File: config.mk
export PLATFORM = sky130hd
export DESIGN_NAME = dcr_channel_regs
export DESIGN_NICKNAME = d
export VERILOG_FILES = /design/src/dcr_channel_regs.v
export VERILOG_INCLUDE_DIRS = /design/src
export SDC_FILE = /design/constraint.sdc
export NUM_CORES = 2
export LEC_CHECK = 0
export CAP_MARGIN = 20
export CORE_ASPECT_RATIO = 0.9
export CORE_UTILIZATION = 45
export CTS_CLUSTER_DIAMETER = 200
export DETAILED_ROUTE_END_ITERATION = 12
export DONT_BUFFER_PORTS = 1
export GPL_TIMING_DRIVEN = 0
export HOLD_SLACK_MARGIN = 0.02
export MAX_ROUTING_LAYER = met4
export PLACE_DENSITY = 0.59
export SYNTH_ARGS = -nofsm -noshare
export SYNTH_HDL_FRONTEND = slang
export SYNTH_SLANG_ARGS = --single-unit
File: constraint.sdc
create_clock -name CLOCK -period 55.8 [get_ports CLOCK]
set_input_delay 2.79 -clock CLOCK [delete_from_list [all_inputs] [get_ports CLOCK]]
set_output_delay 2.79 -clock CLOCK [all_outputs]
set_load 0.1 [all_outputs]
File: src/dcr_defs.vh
`ifndef DCR_DEFS_VH
`define DCR_DEFS_VH

// Register addresses of the per-channel register set.
`define DCR_ADDR_FUNCTION 8'h03
`define DCR_ADDR_FREQ 8'h04
`define DCR_ADDR_PHASE 8'h05
`define DCR_ADDR_AMP 8'h06
`define DCR_ADDR_SWEEP_RATE 8'h07
`define DCR_ADDR_RISE_DELTA 8'h08
`define DCR_ADDR_FALL_DELTA 8'h09

// Register widths.
`define DCR_FUNCTION_W 24
`define DCR_PHASE_REG_W 16
`define DCR_AMP_W 24
`define DCR_SWEEP_RATE_W 16
`define DCR_WORD_W 32

// Channel function fields.
`define DCR_CF_SINE 0
`define DCR_CF_PHASE_CLR 1
`define DCR_CF_PHASE_AUTO 2
`define DCR_CF_SWEEP_CLR 3
`define DCR_CF_SWEEP_AUTO 4
`define DCR_CF_MATCH_DELAY 5
`define DCR_CF_DAC_PD 6
`define DCR_CF_CORE_PD 7
`define DCR_CF_LSB_HI 9
`define DCR_CF_LSB_LO 8
`define DCR_CF_RATE_LOAD 13
`define DCR_CF_SWEEP_EN 14
`define DCR_CF_NO_DWELL 15
`define DCR_CF_ALIGN_HI 18
`define DCR_CF_ALIGN_LO 16
`define DCR_CF_MOD_HI 23
`define DCR_CF_MOD_LO 22

// Phase offset fields.
`define DCR_PH_HI 13
`define DCR_PH_W 14

// Amplitude control fields.
`define DCR_AC_SCALE_HI 9
`define DCR_AC_SCALE_W 10
`define DCR_AC_RATE_LOAD 10
`define DCR_AC_AUTO 11
`define DCR_AC_MULT_EN 12
`define DCR_AC_STEP_HI 15
`define DCR_AC_STEP_LO 14
`define DCR_AC_RATE_HI 23
`define DCR_AC_RATE_LO 16
`define DCR_AC_RATE_W 8

// Reset values.
`define DCR_FUNCTION_RESET 24'h000000
`define DCR_WORD_RESET 32'h00000000
`define DCR_PHASE_RESET 16'h0000
`define DCR_AMP_RESET 24'h000000
`define DCR_SWEEP_RATE_RESET 16'h0000

// Ramp-rate timers time out at this count.
`define DCR_TIMER_END_SWEEP 16'h0001
`define DCR_TIMER_END_AMP 8'h01

`endif

File: src/dcr_channel_regs.v
// Behaviour
// Second-register auto-clear zeroes all sweep accumulators on update
// Function bit 0 picks cosine or sine
// Function bit 1 holds phase accumulator cleared
// Function bit 2 zeroes phase accumulator on update
// Function bit 3 holds sweep accumulator cleared
// Function bit 4 zeroes sweep accumulator on update
// Function bit 5 turns on matched pipeline delay
// Function bit 6 powers the converter down
// Function bit 7 powers the digital core down
// Software keeps bit 10 zero; LSB field resets 00
// Sweep timer reloads at one, optionally on update
// Function bit 14 enables linear frequency sweep
// No-dwell bit ignored while sweep disabled
// Modulation type and data-align fields per channel
// Separate frequency tuning word per channel
// Phase offset is 14 bits, top two inactive
// Amplitude register holds scale, step, ramp rate
// Amplitude timer reloads on timeout, or on update or profile change if bit 10 set
// Bit 11 picks auto ramp only with multiplier
// Bit 12 zero bypasses and stops the multiplier
// Sweep rate register holds rising rate
// Per-channel 32-bit rising delta word
// Per-channel 32-bit falling delta word
// Channel enables choose which channels take writes
// Writes buffered, moved to active on update
`timescale 1ns/10ps
`default_nettype none
`include "dcr_defs.vh"

module dcr_channel_regs #(
  parameter CHANNELS = 4
) (
  input wire CLOCK,
  input wire RST,
  input wire WRITE_STROBE,
  input wire [7:0] WRITE_ADDR,
  input wire [31:0] WRITE_DATA,
  input wire [CHANNELS-1:0] CHANNEL_ENABLE,
  input wire [7:0] READ_ADDR,
  input wire [1:0] READ_CHANNEL,
  output reg [31:0] READ_DATA,
  input wire SWEEP_AUTO_CLEAR_ALL,
  input wire UPDATE_PIN,
  input wire [3:0] PROFILE_PIN,
  output wire [CHANNELS-1:0] SINE_SELECT,
  output wire [CHANNELS-1:0] PHASE_ACC_CLEAR,
  output reg [CHANNELS-1:0] PHASE_ACC_ZERO,
  output wire [CHANNELS-1:0] SWEEP_ACC_CLEAR,
  output reg [CHANNELS-1:0] SWEEP_ACC_ZERO,
  output wire [CHANNELS-1:0] MATCH_DELAY,
  output wire [CHANNELS-1:0] DAC_POWER_DOWN,
  output wire [CHANNELS-1:0] CORE_POWER_DOWN,
  output wire [2*CHANNELS-1:0] DAC_LSB_CONTROL,
  output wire [CHANNELS-1:0] SWEEP_ENABLE,
  output wire [CHANNELS-1:0] SWEEP_NO_DWELL,
  output wire [3*CHANNELS-1:0] DATA_ALIGN,
  output wire [2*CHANNELS-1:0] MODULATION_TYPE,
  output wire [32*CHANNELS-1:0] FREQUENCY_WORD,
  output wire [14*CHANNELS-1:0] PHASE_OFFSET,
  output wire [10*CHANNELS-1:0] AMPLITUDE_SCALE,
  output wire [2*CHANNELS-1:0] AMPLITUDE_STEP,
  output wire [CHANNELS-1:0] MULTIPLIER_ENABLE,
  output wire [CHANNELS-1:0] AUTO_RAMP,
  output wire [32*CHANNELS-1:0] RISING_DELTA,
  output wire [32*CHANNELS-1:0] FALLING_DELTA,
  output reg [CHANNELS-1:0] SWEEP_TICK,
  output reg [CHANNELS-1:0] AMPLITUDE_TICK
);

  // Update and profile pins come from outside and pass two flip-flops.
  reg update_meta;
  reg update_sync;
  reg update_last;
  reg [3:0] profile_meta;
  reg [3:0] profile_sync;
  reg [3:0] profile_last;
  wire update_event;
  wire profile_change;

  always @(posedge CLOCK or posedge RST) begin
    if (RST) begin
      update_meta <= 1'b0;
      update_sync <= 1'b0;
      update_last <= 1'b0;
      profile_meta <= 4'h0;
      profile_sync <= 4'h0;
      profile_last <= 4'h0;
    end else begin
      update_meta <= UPDATE_PIN;
      update_sync <= update_meta;
      update_last <= update_sync;
      profile_meta <= PROFILE_PIN;
      profile_sync <= profile_meta;
      profile_last <= profile_sync;
    end
  end

  // An update is the rising edge of the synchronised pin.
  assign update_event = update_sync & ~update_last;
  assign profile_change = |(profile_sync ^ profile_last);

  // Returns a one-hot write select for the seven channel registers.
  function [6:0] reg_select;
    input [7:0] addr;
    begin
      reg_select = 7'h00;
      case (addr)
        `DCR_ADDR_FUNCTION: reg_select = 7'h01;
        `DCR_ADDR_FREQ: reg_select = 7'h02;
        `DCR_ADDR_PHASE: reg_select = 7'h04;
        `DCR_ADDR_AMP: reg_select = 7'h08;
        `DCR_ADDR_SWEEP_RATE: reg_select = 7'h10;
        `DCR_ADDR_RISE_DELTA: reg_select = 7'h20;
        `DCR_ADDR_FALL_DELTA: reg_select = 7'h40;
        default: reg_select = 7'h00;
      endcase
    end
  endfunction

  wire [6:0] write_sel;
  assign write_sel = WRITE_STROBE ? reg_select(WRITE_ADDR) : 7'h00;

  // Read-back image of every channel's buffered registers.
  wire [32*7*CHANNELS-1:0] read_image;

  genvar ch;
  generate
    for (ch = 0; ch < CHANNELS; ch = ch + 1) begin : g_chan
      reg [23:0] function_buf;
      reg [31:0] freq_buf;
      reg [15:0] phase_buf;
      reg [23:0] amp_buf;
      reg [15:0] rate_buf;
      reg [31:0] rise_buf;
      reg [31:0] fall_buf;
      reg [23:0] function_act;
      reg [31:0] freq_act;
      reg [15:0] phase_act;
      reg [23:0] amp_act;
      reg [15:0] rate_act;
      reg [31:0] rise_act;
      reg [31:0] fall_act;
      reg [15:0] sweep_timer;
      reg [7:0] amp_timer;
      wire take;
      wire [23:0] next_function;
      wire [23:0] next_amp;
      wire sweep_reload;
      wire amp_reload;

      // Only channels whose enable bit is set take a write.
      assign take = CHANNEL_ENABLE[ch];

      // Writes land in the buffers; active copies follow on update.
      always @(posedge CLOCK or posedge RST) begin
        if (RST) begin
          function_buf <= `DCR_FUNCTION_RESET;
          freq_buf <= `DCR_WORD_RESET;
          phase_buf <= `DCR_PHASE_RESET;
          amp_buf <= `DCR_AMP_RESET;
          rate_buf <= `DCR_SWEEP_RATE_RESET;
          rise_buf <= `DCR_WORD_RESET;
          fall_buf <= `DCR_WORD_RESET;
        end else if (take) begin
          if (write_sel[0]) function_buf <= WRITE_DATA[23:0];
          if (write_sel[1]) freq_buf <= WRITE_DATA;
          if (write_sel[2]) phase_buf <= WRITE_DATA[15:0];
          if (write_sel[3]) amp_buf <= WRITE_DATA[23:0];
          if (write_sel[4]) rate_buf <= WRITE_DATA[15:0];
          if (write_sel[5]) rise_buf <= WRITE_DATA;
          if (write_sel[6]) fall_buf <= WRITE_DATA;
        end
      end

      // The update event moves every buffer to the active set at once.
      always @(posedge CLOCK or posedge RST) begin
        if (RST) begin
          function_act <= `DCR_FUNCTION_RESET;
          freq_act <= `DCR_WORD_RESET;
          phase_act <= `DCR_PHASE_RESET;
          amp_act <= `DCR_AMP_RESET;
          rate_act <= `DCR_SWEEP_RATE_RESET;
          rise_act <= `DCR_WORD_RESET;
          fall_act <= `DCR_WORD_RESET;
        end else if (update_event) begin
          function_act <= function_buf;
          freq_act <= freq_buf;
          phase_act <= phase_buf;
          amp_act <= amp_buf;
          rate_act <= rate_buf;
          rise_act <= rise_buf;
          fall_act <= fall_buf;
        end
      end

      // Settings that the reload decisions see at the update edge.
      assign next_function = update_event ? function_buf : function_act;
      assign next_amp = update_event ? amp_buf : amp_act;

      // Sweep timer reloads at one, or on update when bit 13 asks.
      assign sweep_reload = (sweep_timer <= `DCR_TIMER_END_SWEEP) |
        (update_event & next_function[`DCR_CF_RATE_LOAD]);

      // Amplitude timer reloads at one, or on update or profile change when active bit 10 is set.
      assign amp_reload = (amp_timer <= `DCR_TIMER_END_AMP) |
        (amp_act[`DCR_AC_RATE_LOAD] & (update_event | profile_change));

      // Ramp-rate timers count down and tick on each timeout.
      always @(posedge CLOCK or posedge RST) begin
        if (RST) begin
          sweep_timer <= `DCR_SWEEP_RATE_RESET;
          amp_timer <= 8'h00;
          SWEEP_TICK[ch] <= 1'b0;
          AMPLITUDE_TICK[ch] <= 1'b0;
        end else begin
          if (!function_act[`DCR_CF_SWEEP_EN]) begin
            sweep_timer <= rate_act;
            SWEEP_TICK[ch] <= 1'b0;
          end else if (sweep_reload) begin
            sweep_timer <= update_event ? rate_buf : rate_act;
            SWEEP_TICK[ch] <= sweep_timer <= `DCR_TIMER_END_SWEEP;
          end else begin
            sweep_timer <= sweep_timer - 16'h0001;
            SWEEP_TICK[ch] <= 1'b0;
          end
          if (!(amp_act[`DCR_AC_MULT_EN] & amp_act[`DCR_AC_AUTO])) begin
            amp_timer <= amp_act[`DCR_AC_RATE_HI:`DCR_AC_RATE_LO];
            AMPLITUDE_TICK[ch] <= 1'b0;
          end else if (amp_reload) begin
            amp_timer <= next_amp[`DCR_AC_RATE_HI:`DCR_AC_RATE_LO];
            AMPLITUDE_TICK[ch] <= amp_timer <= `DCR_TIMER_END_AMP;
          end else begin
            amp_timer <= amp_timer - 8'h01;
            AMPLITUDE_TICK[ch] <= 1'b0;
          end
        end
      end

      // One-cycle synchronous zero strobes on the update event.
      always @(posedge CLOCK or posedge RST) begin
        if (RST) begin
          PHASE_ACC_ZERO[ch] <= 1'b0;
          SWEEP_ACC_ZERO[ch] <= 1'b0;
        end else begin
          PHASE_ACC_ZERO[ch] <= update_event &
            next_function[`DCR_CF_PHASE_AUTO];
          SWEEP_ACC_ZERO[ch] <= update_event &
            (next_function[`DCR_CF_SWEEP_AUTO] |
            SWEEP_AUTO_CLEAR_ALL);
        end
      end

      // Function bits drive the channel datapath directly; no-dwell is also gated by bit 14.
      assign SINE_SELECT[ch] = function_act[`DCR_CF_SINE];
      assign PHASE_ACC_CLEAR[ch] = function_act[`DCR_CF_PHASE_CLR];
      assign SWEEP_ACC_CLEAR[ch] = function_act[`DCR_CF_SWEEP_CLR];
      assign MATCH_DELAY[ch] = function_act[`DCR_CF_MATCH_DELAY];
      assign DAC_POWER_DOWN[ch] = function_act[`DCR_CF_DAC_PD];
      assign CORE_POWER_DOWN[ch] = function_act[`DCR_CF_CORE_PD];
      assign DAC_LSB_CONTROL[2*ch+1:2*ch] =
        function_act[`DCR_CF_LSB_HI:`DCR_CF_LSB_LO];
      assign SWEEP_ENABLE[ch] = function_act[`DCR_CF_SWEEP_EN];
      assign SWEEP_NO_DWELL[ch] = function_act[`DCR_CF_NO_DWELL] &
        function_act[`DCR_CF_SWEEP_EN];
      assign DATA_ALIGN[3*ch+2:3*ch] =
        function_act[`DCR_CF_ALIGN_HI:`DCR_CF_ALIGN_LO];
      assign MODULATION_TYPE[2*ch+1:2*ch] =
        function_act[`DCR_CF_MOD_HI:`DCR_CF_MOD_LO];

      // Words and amplitude fields for the datapath.
      assign FREQUENCY_WORD[32*ch+31:32*ch] = freq_act;
      assign PHASE_OFFSET[14*ch+13:14*ch] = phase_act[`DCR_PH_HI:0];
      assign AMPLITUDE_SCALE[10*ch+9:10*ch] =
        amp_act[`DCR_AC_SCALE_HI:0];
      assign AMPLITUDE_STEP[2*ch+1:2*ch] =
        amp_act[`DCR_AC_STEP_HI:`DCR_AC_STEP_LO];
      assign MULTIPLIER_ENABLE[ch] = amp_act[`DCR_AC_MULT_EN];
      assign AUTO_RAMP[ch] = amp_act[`DCR_AC_AUTO] &
        amp_act[`DCR_AC_MULT_EN];
      assign RISING_DELTA[32*ch+31:32*ch] = rise_act;
      assign FALLING_DELTA[32*ch+31:32*ch] = fall_act;

      // Buffered values as software wrote them, for read-back.
      assign read_image[224*ch+223:224*ch] = {fall_buf, rise_buf,
        16'h0000, rate_buf, 8'h00, amp_buf, 16'h0000, phase_buf,
        freq_buf, 8'h00, function_buf};
    end
  endgenerate

  // Read data returns the addressed buffer of the chosen channel.
  always @(posedge CLOCK or posedge RST) begin
    if (RST) begin
      READ_DATA <= 32'h00000000;
    end else begin
      case (reg_select(READ_ADDR))
        7'h01: READ_DATA <= read_image[224*READ_CHANNEL+:32];
        7'h02: READ_DATA <= read_image[224*READ_CHANNEL+32+:32];
        7'h04: READ_DATA <= read_image[224*READ_CHANNEL+64+:32];
        7'h08: READ_DATA <= read_image[224*READ_CHANNEL+96+:32];
        7'h10: READ_DATA <= read_image[224*READ_CHANNEL+128+:32];
        7'h20: READ_DATA <= read_image[224*READ_CHANNEL+160+:32];
        7'h40: READ_DATA <= read_image[224*READ_CHANNEL+192+:32];
        default: READ_DATA <= 32'h00000000;
      endcase
    end
  end

endmodule // dcr_channel_regs
`default_nettype wire

==> results_dict.tcl <==
set metrics [dict create \
    status "finished with violations" \
    violations "capacitance limit" \
    cap_viol_max_count 1 \
    grt_max_degree 131 \
    num_rows 132 \
    ys_seq_area_share_pct 57.56 \
    cp-start-kind "input pin" \
    grt-ovfl-total 0 \
    drive_above_1_share_pct 21.33 \
    dieArea_um2 148300 \
    fp.dieW_um 405.8 \
    startpoint "READ_ADDR[1]" \
    drt-vias-per-instance 6.025 \
    cts_max_level 4 \
    pwr-share-seq_pct 47.3 \
    initial_utilization_pct 45.64 \
    cts_resized 0 \
    path_clk_slew_ps 60 \
    cts_tree "done" \
    power.share.clock_pct 42.6 \
    ys.flop_type "dfrtp_1" \
    core_um2 144700 \
    grtUsageTotal_pct 40.14 \
    swShare_pct 30.44 \
    setup_viol 0 \
    ir_drop_v 0.00003307 \
    end_kind "flip-flop" \
    grt_pass1_wl_um 395700 \
    fmaxAchievable_mhz 152.6 \
    fin_crit_sh_pct 11.74 \
    dpl.cell_count 7998 \
    io_buffers 0 \
    min_path_cells 0 \
    stdcell_area_um2 75030 \
    stdcell_count 8333 \
    ys_types 73 \
    internal_power_mw 1.848 \
    cp_data_arrival_time_ps 7070 \
    async_flop_share_pct 100.0 \
    timing.rr.start "update_sync" \
    synthesis.nets 6091 \
    setup_ws_ps 49250 \
    synthDominantCellAreaShare_pct 57.56 \
    ant_nets 0 \
    io_pins 667 \
    drc_errors 0 \
    power_frac_comb_pct 10.1 \
    slew_headroom_pct 2.938 \
    vias 50200 \
    tightest_slew_ps 1419 \
    routed_wl_um 290900 \
    cts-hold-fix-buffers 0 \
    netlist_area_um2 66040 \
    num-nets-final 6306 \
    skew_ps 73.25 \
    cts_root_buf "clkbuf_16" \
    synth.top_cells.by_area "dfrtp_1 58%, nand2_1 12%, mux2_2 11%" \
    r2r_cells 8 \
    insertion_delay_ps 860 \
    tns_ps 0 \
    drt-initial-drc-count 6696 \
    wl_per_cell_um 34.91 \
    rsz0062_at_grt "no" \
    pre_cts_slack_ps 48840 \
    p_leak_nw 38.80 \
    crit_required_ps 56320 \
    numCtsBuffers 162 \
    drtPass1Iterations 6 \
    synth-edff-count 0 \
    antenna_found_initial 30 \
    cts.sinks 1519 \
    hpwl_um 221300 \
    cts_setup_buffers 0 \
    finalHoldViolations 0 \
    path_class "input pin to flip-flop" \
    placed_cell_area_um2 69320 \
    cts.path.max_buffers 3 \
    p_per_area_nw_per_um2 35.41 \
    p_total_mw 2.657 \
    hp-class "flip-flop to flip-flop" \
    fin_crit_ps 6553 \
    ys_warn_count 0 \
    die_h_um 365.4 \
    gp_congestion 1.033 \
    slew_violations 0 \
    path_max_fanout 10 \
    yosys.area.top_type "dfrtp_1" \
    syn2layout_area_growth_pct 13.62 \
    syn-mean-instance-area_um2 10.98 \
    switching_power_uw 808.6 \
    hp-start "profile_meta[3]" \
    synthCells 6012 \
    grt_pass1_vias 48630 \
    synth-seq-cells 1519 \
]
-- layout make-up --
class,instances,area (um^2)
flip-flops and latches,1519,38010
well taps,1943,2431
multi-input cells,3905,25130
plain buffers,520,2675
clock buffers,234,4746
clock inverters,60,795.8
fillers,13190,69650
diodes,33,82.58
inverters,68,262.8
repair buffers,51,894.6
-- cell families (layout without fill, tap and decap cells) --
kind of cell | Yosys count | count (layout) | share of synthesized area (%)
XOR/XNOR | 75 | 75 | 0.9947
multiplexers | 943 | 943 | 17.38
flip-flops | 1519 | 1519 | 57.56
AND/OR/NAND/NOR | 2384 | 2384 | 14.53
adder cells (fa/ha/maj) | 16 | 16 | 0.3032
other | 0 | 33 | 0
buffers and inverters | 588 | 933 | 4.428
AO/OA/AOI/OAI | 487 | 487 | 4.794
-- per-stage QoR --
stage | hold WS (ps) | util (%)
4_1_cts | 351.2 | 51.74
2_1_floorplan | 331.2 | -
3_3_place_gp | 336.5 | 47.32
5_1_grt | 356.4 | 51.83
6_report | 350.0 | 51.86
3_5_place_dp | 334.7 | 47.91
-- state kept, by name, summed over array words and instances, names as in the netlist, 32 cells and up --
register and flops:
g_chan.fall_act 128, g_chan.fall_buf 128, g_chan.freq_act 128, g_chan.freq_buf 128, g_chan.rise_act 128, g_chan.rise_buf 128
g_chan.amp_buf 96, g_chan.function_buf 96, g_chan.amp_act 92, g_chan.phase_buf 64, g_chan.rate_act 64, g_chan.rate_buf 64
g_chan.sweep_timer 64, g_chan.function_act 60, g_chan.phase_act 56, READ_DATA 32, g_chan.amp_timer 32
-- synth_stat cells, drive strengths merged (5+ instances only) --
cell,instances
nor4,24
clkbuf,272
o311ai,10
a221oi,23
mux2i,134
xor2,47
nand3b,12
a22oi,36
or3,5
o22ai,13
nor2,113
a32oi,6
ha,16
a31oi,10
nor3,27
o2bb2ai,7
nand3,43
xnor2,28
buf,248
nor2b,7
o31ai,16
inv,68
a21o,15
o211ai,25
mux4,68
nand2b,9
a22o,8
o221ai,8
dfrtp,1519
and2,34
and3,5
o21ai,190
mux2,741
a21oi,70
nand2,2074
or4,11
a221o,26
-- layer usage --
layer / vias to the layer above / GRT usage [%] / wire length (um) / share of wire [%]
met3: 624 / 15.77 / 37100 / 13
li1: 20470 / - / - / -
met5: - / - / 0 / 0
met2: 2989 / 56.15 / 124600 / 43
met1: 26120 / 51.35 / 115200 / 40
met4: 0 / 17.41 / 14080 / 4.8
-- power groups by stage --
stage | registers (mW) | clock network (mW) | logic (mW)
finish | 1.26 | 1.13 | 0.268
global route | 1.26 | 1.18 | 0.283
CTS | 1.26 | 1.13 | 0.261
detailed placement | 1.28 | 0 | 0.260
global placement | 1.28 | 0 | 0.251
floorplan | 1.26 | 0 | 0.169
-- placed cells by master, fill, tap and decap left out, types with 25 or more instances in the layout --
cell and count:
buf_2 77, clkbuf_1 303, mux4_2 68, buf_6 33, mux2_4 70, xnor2_1 28
dfrtp_1 1519, a22oi_1 36, o21ai_0 190, clkbuf_16 163, nand3_1 43, xor2_1 47
clkbuf_8 40, diode_2 33, mux2_2 648, clkinv_2 30, inv_1 67, mux2i_1 134
buf_4 113, buf_1 34, a21oi_1 66, o211ai_1 25, nand2_1 2058, and2_1 34
a221o_1 26, nor2_1 111
-- critical path: stages --
cell	delay, ps
clkbuf_1	500
buf_2	660
buf_2	580
buf_1	1090
a21oi_1	290
o311ai_0	660
nand3_1	450
-- final timing paths --
| kind | to | slack [ps] |
|---|---|---|
| min in group asynchronous | SWEEP_TICK[3] | 1860 |
| min reg2reg | profile_sync[3] | 350 |
| max in group asynchronous | g_chan[0].fall_act[31] | 50820 |
| max | READ_DATA[8] | 49250 |
| min | profile_sync[3] | 350 |
| max reg2reg | g_chan[2].freq_act[17] | 51570 |
Power figures use the tool's default switching activity.
